**src/wrs_pkg.sv**
```systemverilog
// constants, register map and state layout for the watchdog and reset-cause block
package wrs_pkg;

	// register map, byte offsets on the plain register port
	localparam logic [7:0] WRS_CTRL_ADDR   = 8'h21;
	localparam logic [7:0] WRS_STATUS_ADDR = 8'h22;

	// control register field positions
	localparam int WRS_CTRL_IRQ_FLAG = 7;
	localparam int WRS_CTRL_IRQ_EN   = 6;
	localparam int WRS_CTRL_PS3      = 5;
	localparam int WRS_CTRL_CHG_EN   = 4;
	localparam int WRS_CTRL_WD_EN    = 3;

	// status register field positions, bits 7..4 read as zero
	localparam int WRS_ST_WATCHDOG_RESET_FLAG = 3;
	localparam int WRS_ST_BROWNOUT_RESET_FLAG = 2;
	localparam int WRS_ST_EXTF = 1;
	localparam int WRS_ST_POWERON_RESET_FLAG = 0;

	// synchroniser lanes for the asynchronous inputs
	localparam int WRS_SY_POR  = 0;
	localparam int WRS_SY_BOR  = 1;
	localparam int WRS_SY_EXT  = 2;
	localparam int WRS_SY_OSC  = 3;
	localparam int WRS_SY_FUSE = 4;
	localparam int WRS_SY_W    = 5;

	// watchdog oscillator and period selection
	localparam int          WRS_OSC_HZ      = 128000;
	localparam logic [20:0] WRS_BASE_CYCLES = 21'h000800;
	localparam logic [3:0]  WRS_PS_MAX      = 4'h9;

	// change-enable window, in system clock cycles
	localparam logic [2:0] WRS_CHG_WINDOW = 3'h4;

	typedef struct packed {
		logic [WRS_SY_W-1:0] sync1;
		logic [WRS_SY_W-1:0] sync2;
		logic                osc_prev;
		logic [19:0]         wdt_cnt;
		logic                timeout_irq_flag;
		logic                timeout_irq_enable;
		logic [3:0]          ps;
		logic                change_enable;
		logic [2:0]          ce_cnt;
		logic                watchdog_enable;
		logic                watchdog_reset_flag;
		logic                brownout_reset_flag;
		logic                external_reset_flag;
		logic                poweron_reset_flag;
		logic                rst_pulse;
		logic                dly_start;
		logic [7:0]          rdata;
	} wrs_state_t;

	// reset value: a block reset is a power-up, so the power-on flag starts set
	localparam wrs_state_t WRS_RESET = '{poweron_reset_flag: 1'b1, default: '0};

endpackage : wrs_pkg

```
**src/wrs_watchdog.sv**
```systemverilog
// watchdog timer with safety levels, timed change sequence and reset-cause flags
`timescale 1ns/1ns
`default_nettype none

// Overview of operation
// - timeout in reset mode gives one-cycle pulse
// - startup delay starts at pulse falling edge
// - status bits seven to four read zero
// - watchdog flag set by reset, cleared by POR/software
// - brownout flag set by brownout, cleared likewise
// - external flag set by pin reset, cleared likewise
// - poweron flag cleared only by software zero
// - counter ticks from separate 128 kHz oscillator
// - counter clears on restart, disable, chip reset
// - ten selectable timeout periods
// - fuse picks safety level one or two
// - timeout sets interrupt flag in interrupt mode
// - flag cleared by vector ack or write one
// - interrupt needs global enable and irq or watchdog enable
// - enable pair selects stop, irq, reset, irq-first
// - timeout clears irq enable while enable set
// - change enable self-clears after four cycles
// - disable, or level-two period change, needs change enable
// - level two keeps watchdog always enabled
// - level one: watchdog flag forces enable on
// - codes 0..9 give 2048 doubling cycles
// - level two second write ignores enable bit
module wrs_watchdog
	import wrs_pkg::*;
(
	input  wire logic       SYS_CLK,
	input  wire logic       RST_N,
	input  wire logic [7:0] ADDR,
	input  wire logic [7:0] WDATA,
	input  wire logic       WR,
	input  wire logic       RD,
	output logic      [7:0] RDATA,
	input  wire logic       WDT_OSC,
	input  wire logic       POR_DET,
	input  wire logic       BOR_DET,
	input  wire logic       EXT_RST_DET,
	input  wire logic       SAFETY_FUSE_PROG,
	input  wire logic       WDT_RESTART,
	input  wire logic       IRQ_ACK,
	input  wire logic       GLOBAL_IRQ_EN,
	output logic            WDT_RESET,
	output logic            DELAY_START,
	output logic            TIMEOUT_IRQ
);

	// last count before wrap for a period code; reserved codes fall back to the shortest
	function automatic logic [19:0] wrs_last(input logic [3:0] ps);
		logic [20:0] full;
		full = (ps > WRS_PS_MAX) ? WRS_BASE_CYCLES : (WRS_BASE_CYCLES << ps);
		return full[19:0] - 20'h00001;
	endfunction : wrs_last

	wrs_state_t q;
	wrs_state_t d;

	logic lvl2;
	logic por_lvl;
	logic bor_lvl;
	logic ext_lvl;
	logic osc_tick;
	logic wde_eff;
	logic running;
	logic hit;
	logic chip_rst;
	logic ctrl_wr;
	logic st_wr;
	logic open_seq;

	// decoded views of the synchronised inputs and the current state
	always_comb begin
		lvl2     = q.sync2[WRS_SY_FUSE];
		por_lvl  = q.sync2[WRS_SY_POR];
		bor_lvl  = q.sync2[WRS_SY_BOR];
		ext_lvl  = q.sync2[WRS_SY_EXT];
		osc_tick = q.sync2[WRS_SY_OSC] & ~q.osc_prev;
		wde_eff  = q.watchdog_enable | lvl2 | q.watchdog_reset_flag;
		running  = wde_eff | q.timeout_irq_enable;
		hit      = running & osc_tick & (q.wdt_cnt == wrs_last(q.ps));
		chip_rst = por_lvl | bor_lvl | ext_lvl | q.rst_pulse;
		ctrl_wr  = WR & (ADDR == WRS_CTRL_ADDR);
		st_wr    = WR & (ADDR == WRS_STATUS_ADDR);
		open_seq = WDATA[WRS_CTRL_CHG_EN] & WDATA[WRS_CTRL_WD_EN];
	end

	// next-state logic; hardware sets are applied after software clears so they win
	always_comb begin
		d = q;

		// two flops per asynchronous input; only sync2 feeds logic
		d.sync1    = {SAFETY_FUSE_PROG, WDT_OSC, EXT_RST_DET, BOR_DET, POR_DET};
		d.sync2    = q.sync1;
		d.osc_prev = q.sync2[WRS_SY_OSC];

		// counter: cleared when stopped or restarted, wraps on the last count
		if (chip_rst || WDT_RESTART || !running) begin
			d.wdt_cnt = 20'h00000;
		end else if (osc_tick) begin
			d.wdt_cnt = hit ? 20'h00000 : q.wdt_cnt + 20'h00001;
		end

		// change-enable window runs down on the system clock
		if (q.change_enable) begin
			d.ce_cnt = q.ce_cnt - 3'h1;
			if (q.ce_cnt == 3'h1) begin
				d.change_enable = 1'b0;
			end
		end

		// control register write
		if (ctrl_wr) begin
			if (WDATA[WRS_CTRL_IRQ_FLAG]) begin
				d.timeout_irq_flag = 1'b0;
			end
			d.timeout_irq_enable = WDATA[WRS_CTRL_IRQ_EN];
			// a re-open inside the window does not stretch it
			if (open_seq && !q.change_enable) begin
				d.change_enable   = 1'b1;
				d.ce_cnt = WRS_CHG_WINDOW;
			end
			if (WDATA[WRS_CTRL_WD_EN]) begin
				d.watchdog_enable = 1'b1;
			end else if (q.change_enable && !lvl2 && !q.watchdog_reset_flag) begin
				d.watchdog_enable = 1'b0;
			end
			// period is free at level one, guarded at level two
			if (!lvl2 || q.change_enable) begin
				d.ps = {WDATA[WRS_CTRL_PS3], WDATA[2:0]};
			end
		end

		// vector taken clears the flag
		if (IRQ_ACK) begin
			d.timeout_irq_flag = 1'b0;
		end

		// status register write: a zero clears, a one leaves the flag alone
		if (st_wr) begin
			d.watchdog_reset_flag  = q.watchdog_reset_flag  & WDATA[WRS_ST_WATCHDOG_RESET_FLAG];
			d.brownout_reset_flag  = q.brownout_reset_flag  & WDATA[WRS_ST_BROWNOUT_RESET_FLAG];
			d.external_reset_flag = q.external_reset_flag & WDATA[WRS_ST_EXTF];
			d.poweron_reset_flag  = q.poweron_reset_flag  & WDATA[WRS_ST_POWERON_RESET_FLAG];
		end

		// time-out action chosen by the enable pair
		d.rst_pulse = 1'b0;
		if (hit) begin
			if (q.timeout_irq_enable) begin
				d.timeout_irq_flag = 1'b1;
				if (wde_eff) begin
					d.timeout_irq_enable = 1'b0;
				end
			end else begin
				d.rst_pulse = 1'b1;
			end
		end
		// the delay timer starts when the pulse drops
		d.dly_start = q.rst_pulse;

		// any chip reset returns control to its initial state
		if (chip_rst) begin
			d.timeout_irq_flag   = 1'b0;
			d.timeout_irq_enable   = 1'b0;
			d.ps     = 4'h0;
			d.change_enable   = 1'b0;
			d.ce_cnt = 3'h0;
			d.watchdog_enable    = 1'b0;
			d.rst_pulse = 1'b0;
		end
		// reset-cause flags; a power-on wipes the others, never itself
		if (q.rst_pulse) begin
			d.watchdog_reset_flag = 1'b1;
		end
		if (bor_lvl) begin
			d.brownout_reset_flag = 1'b1;
		end
		if (ext_lvl) begin
			d.external_reset_flag = 1'b1;
		end
		if (por_lvl) begin
			d.watchdog_reset_flag  = 1'b0;
			d.brownout_reset_flag  = 1'b0;
			d.external_reset_flag = 1'b0;
			d.poweron_reset_flag  = 1'b1;
		end

		// read data stand one cycle after the strobe, zero otherwise
		d.rdata = 8'h00;
		if (RD) begin
			if (ADDR == WRS_CTRL_ADDR) begin
				d.rdata = {q.timeout_irq_flag, q.timeout_irq_enable, q.ps[3], q.change_enable, wde_eff, q.ps[2:0]};
			end else if (ADDR == WRS_STATUS_ADDR) begin
				d.rdata = {4'h0, q.watchdog_reset_flag, q.brownout_reset_flag, q.external_reset_flag, q.poweron_reset_flag};
			end
		end
	end

	// single state register, synchronous active-low reset
	always_ff @(posedge SYS_CLK) begin
		if (!RST_N) begin
			q <= WRS_RESET;
		end else begin
			q <= d;
		end
	end

	// outputs
	assign RDATA       = q.rdata;
	assign WDT_RESET   = q.rst_pulse;
	assign DELAY_START = q.dly_start;
	// in interrupt-first mode the same time-out that raises the flag drops the enable,
	// so a flag raised with the watchdog enabled still asks for service until acked
	assign TIMEOUT_IRQ = q.timeout_irq_flag & (q.timeout_irq_enable | wde_eff) & GLOBAL_IRQ_EN;
endmodule : wrs_watchdog

`default_nettype wire

```
**config.mk**
```make
export PLATFORM = sky130hd
export DESIGN_NAME = wrs_watchdog
export DESIGN_NICKNAME = d
export VERILOG_FILES = /design/src/wrs_pkg.sv /design/src/wrs_watchdog.sv
export SDC_FILE = /design/constraint.sdc
export NUM_CORES = 1
export LEC_CHECK = 0
export BUFFER_PORTS_ARGS = -buffer_cell sky130_fd_sc_hd__buf_4
export CORE_MARGIN = 2
export CORE_UTILIZATION = 30
export DETAILED_ROUTE_END_ITERATION = 16
export PLACE_DENSITY_LB_ADDON = 0.2
export SLEW_MARGIN = 0
export SYNTH_ARGS = -nofsm -noshare
export SYNTH_HDL_FRONTEND = slang
export SYNTH_SLANG_ARGS = --single-unit
```
**constraint.sdc**
```tcl
create_clock -name SYS_CLK -period 3.1 [get_ports SYS_CLK]
set_clock_uncertainty 0.1 [all_clocks]
set_input_delay 0.31 -clock SYS_CLK [delete_from_list [all_inputs] [get_ports SYS_CLK]]
set_output_delay 0.31 -clock SYS_CLK [all_outputs]
set_load 0.03 [all_outputs]
```
==> flow_metrics.py <==
metrics = {
    "status": {
        "outcome": "complete, no violations",
    },
    "detailed_routing": {
        "wire_per_inst_um": 12.5,
        "ant_nets": 0,
        "drt_iter0_drc": 95,
        "routed-wl-met2_mm": 2.57,
        "vias": 2067,
        "top_layer_used": "met4",
        "viasPerCell": 4.70,
        "drc_errors": 0,
        "finalWirelength_mm": 5.50,
        "met3_wirelength_um": 178,
        "firstDrtPassIters": 4,
        "drt-met1-wl_mm": 2.67,
    },
    "timing": {
        "setup_tns_ns": 0,
        "final-setup-viol-count": 0,
        "worst_slack_ns": 0.238,
        "slew_viol_final": 0,
        "hold_violations": 0,
        "rsz0062_at_grt": "no",
        "min_period_ns": 2.86,
        "slew_headroom_pct": 61.9,
        "worst_slew_pin_slew_ns": 0.567,
        "max_freq_mhz": 349,
        "finalCritPeriodShare_pct": 92.3,
    },
    "pwr": {
        "power_density_nw_per_um2": 383,
        "p_switching_w": 0.000272,
        "pwr-share-comb_pct": 4.6,
        "ir_drop_v": 0.000198,
        "p_leak_nw": 1.24,
        "finalPower_w": 0.00120,
        "clockPowerShare_pct": 34.5,
        "intPower_w": 0.000926,
        "seqPwrFrac_pct": 60.9,
        "p_sw_share_pct": 22.7,
    },
    "setup_path": {
        "rr_startpoint": "q[22]$_SDFFE_PP0P_",
        "timing.rr.end": "WDT_RESET$_SDFF_PP0_",
        "worst_path_largest_cell_delay_ns": 0.56,
        "path_max_fanout": 21,
        "crit_family": "compound AO/OA/AOI/OAI gates",
        "critPathRequiredTime_ns": 3.24,
        "path_common_cell": "buf_4",
        "crit_type": "flop to flop",
        "rr_worst_depth": 12,
        "critPathBufInv": 3,
        "worstPathCellList": "nor2_1 -> mux2i_1 -> ha_1 -> buf_4 -> xor2_1 -> o21ai_0 -> o21a_1 -> a222oi_1 -> buf_4 -> and3_1 -> buf_12 -> nor3b_2",
        "slowest_stage": "dfxtp_1",
        "r2r_slack_ns": 0.24,
        "startpoint_type": "flop",
        "worstPathArrival_ns": 3.00,
        "cp-end-kind": "flop",
    },
    "yosys": {
        "syn_area_um2": 2660,
        "syn_inst": 300,
        "yosysUniqueCellTypes": 52,
        "postSynthAreaPerCell_um2": 8.87,
        "yosysWarnings": 0,
        "synth-async-reset-ratio_pct": 0,
        "ys_seq_elements": 56,
        "ys.flop_type": "dfxtp_1",
        "syn_nets": 332,
        "yosysSeqAreaShare_pct": 42.1,
        "synth-edff-count": 0,
    },
    "global_routing": {
        "grt_pass1_vias": 1929,
        "grt_max_degree": 22,
        "antenna_found_initial": 0,
        "overflow": 0,
        "grtUsageTotal_pct": 12.0,
        "grt_pass1_wl_mm": 9.39,
    },
    "clock_tree": {
        "cts_tree": "done",
        "postCtsHoldBufs": 0,
        "numCtsBuffers": 5,
        "h-tree-depth": 2,
        "clock_path_buffers": 2,
        "clkTransAtPathRegs_ns": 0.10,
        "cts-root-buf": "clkbuf_8",
        "clock_sink_count": 56,
        "clock_latency_ns": 0.31,
    },
    "place": {
        "portBuffers": 38,
        "gp_congestion": 0.763,
        "pre_cts_slack_ns": 0.220,
        "place_hpwl_mm": 4.14,
        "post-place-cells": 431,
    },
    "cells_and_area": {
        "fill_cells": 913,
        "fin_cells": 440,
        "nets": 363,
        "final_core_util_pct": 36.0,
        "antenna-diode-count": 0,
        "drive_gt1_share_pct": 19.0,
        "syn2layout_area_growth_pct": 17.5,
    },
    "hold_path": {
        "hold_end": "d[50]$_SDFF_PN0_",
        "worstHoldPathType": "input pin to flop",
        "worstHoldStart": "SAFETY_FUSE_PROG",
        "whs_path_depth": 2,
    },
    "floorplanning": {
        "rows": 34,
        "start_util_pct": 30.7,
        "die_y_um": 98.2,
        "die_w_um": 98.2,
        "io-pin-count": 39,
        "die-area_um2": 9640,
        "core_um2": 8680,
    },
    "flow_run": {
        "cap_violations": 0,
    },
}
[cells in the mapped netlist (4+ instances only)]
cell      instances  area (µm²)
dfxtp_1          56        1120
nand2_1          18        67.6
and2_1           17         106
and3_1            4        25.0
nand2b_1          6        37.5
nand4_1           5        31.3
mux2i_1           5        50.1
nor3_1           22         110
clkbuf_1          9        33.8
a22o_1            4        35.0
nand3_1           7        35.0
o21ai_0          13        65.1
xor2_1           16         140
ha_1              4        50.1
a21oi_1          13        65.1
nor2b_1           6        37.5
buf_4            10        75.1
xnor2_1          10        87.6
inv_1            10        37.5
nor2_1           18        67.6
[power groups by stage]
stage,Combinational (W),Sequential (W),Clock (W)
after floorplan,0.0000209,0.000745,0
after global placement,0.0000552,0.000746,0
after detailed placement,0.0000558,0.000746,0
after CTS,0.0000561,0.000730,0.000434
after global routing,0.0000614,0.000731,0.000466
final,0.0000554,0.000729,0.000413
[through the flow]
stage	cell area, µm²	hold WS [ns]
finish	3130	0.100
global route	3130	0.0709
CTS	3120	0.0848
detailed placement	3020	0.320
global placement	3020	0.316
floorplan	2660	0.312
[worst register-to-register path, cell delays in order (launching register included)]
cell and delay [ns]:
dfxtp_1 0.56, nor2_1 0.12, mux2i_1 0.16, ha_1 0.26, buf_4 0.19, xor2_1 0.14
o21ai_0 0.08, o21a_1 0.17, a222oi_1 0.32, buf_4 0.18, and3_1 0.19, buf_12 0.17
nor3b_2 0.17
[placed cells by master, fill, tap and decap left out, types with 3 or more instances in the layout]
cell type and n:
inv_1 10, nand4_1 5, o211a_1 3, mux2i_1 5, nand2b_1 6, buf_4 47, o21ai_0 12, nor2b_1 6
a21oi_1 13, nand3b_1 3, dfxtp_1 56, xor2_1 16, ha_1 4, nor3_1 22, and2_1 17, clkbuf_8 5
nor2_1 18, or3_1 3, and3_1 4, xnor2_1 10, nand3_1 7, nand2_1 18, a22o_1 4, o21ai_1 3
[flip-flops by register name, summed over array words and instances (netlist names)]
signal	count
DELAY_START	1
RDATA	8
bor_lvl	1
por_lvl	1
ext_lvl	1
d	6
lvl2	1
WDT_RESET	1
q	36
[how the worst max path moves through the flow]
stage | depth (start not counted) | start | end | slack (ns)
floorplan | 12 | q[21]$_SDFFE_PP0P_ | q[23]$_SDFF_PP0_ | 0.40
global placement | 10 | q[20]$_SDFFE_PP0P_ | WDT_RESET$_SDFF_PP0_ | 0.25
detailed placement | 10 | q[20]$_SDFFE_PP0P_ | WDT_RESET$_SDFF_PP0_ | 0.22
CTS | 10 | q[20]$_SDFFE_PP0P_ | WDT_RESET$_SDFF_PP0_ | 0.19
global route | 11 | q[22]$_SDFFE_PP0P_ | WDT_RESET$_SDFF_PP0_ | 0.003
finish | 12 | q[22]$_SDFFE_PP0P_ | WDT_RESET$_SDFF_PP0_ | 0.24
[cells by family after synthesis]
group	Yosys count	synth area share [%]
compound gates	51	12.6
simple gates	122	25.7
buf+inv	35	6.82
xor+xnor	26	8.56
flops	56	42.1
fa+ha+maj	4	1.88
mux	6	2.30
[layer usage]
metal  global-route usage, %  up-vias
li1                        -     1095
met1                    15.6      940
met2                    19.5       25
met3                    3.08        7
met4                    3.69        0
met5                       0        -
[area by class of cell]
| type | instances | area, µm² | share of cell area [%] |
|---|---|---|---|
| multi-input cells | 209 | 1360 | 43.5 |
| flip-flops and latches | 56 | 1120 | 35.9 |
| inverters | 11 | 41.3 | 1.32 |
| well taps | 108 | 135 | 4.32 |
| repair buffers | 48 | 373 | 11.9 |
| clock inverters | 3 | 27.5 | 0.880 |
| clock buffers | 5 | 68.8 | 2.20 |
[what timing repair did]
item / CTS / global route
setup buffers: 0 / 1
endpoints found under the setup margin: 0 / 21
gates resized for setup: 0 / 1
No activity file was read; power rests on OpenSTA's default activity.
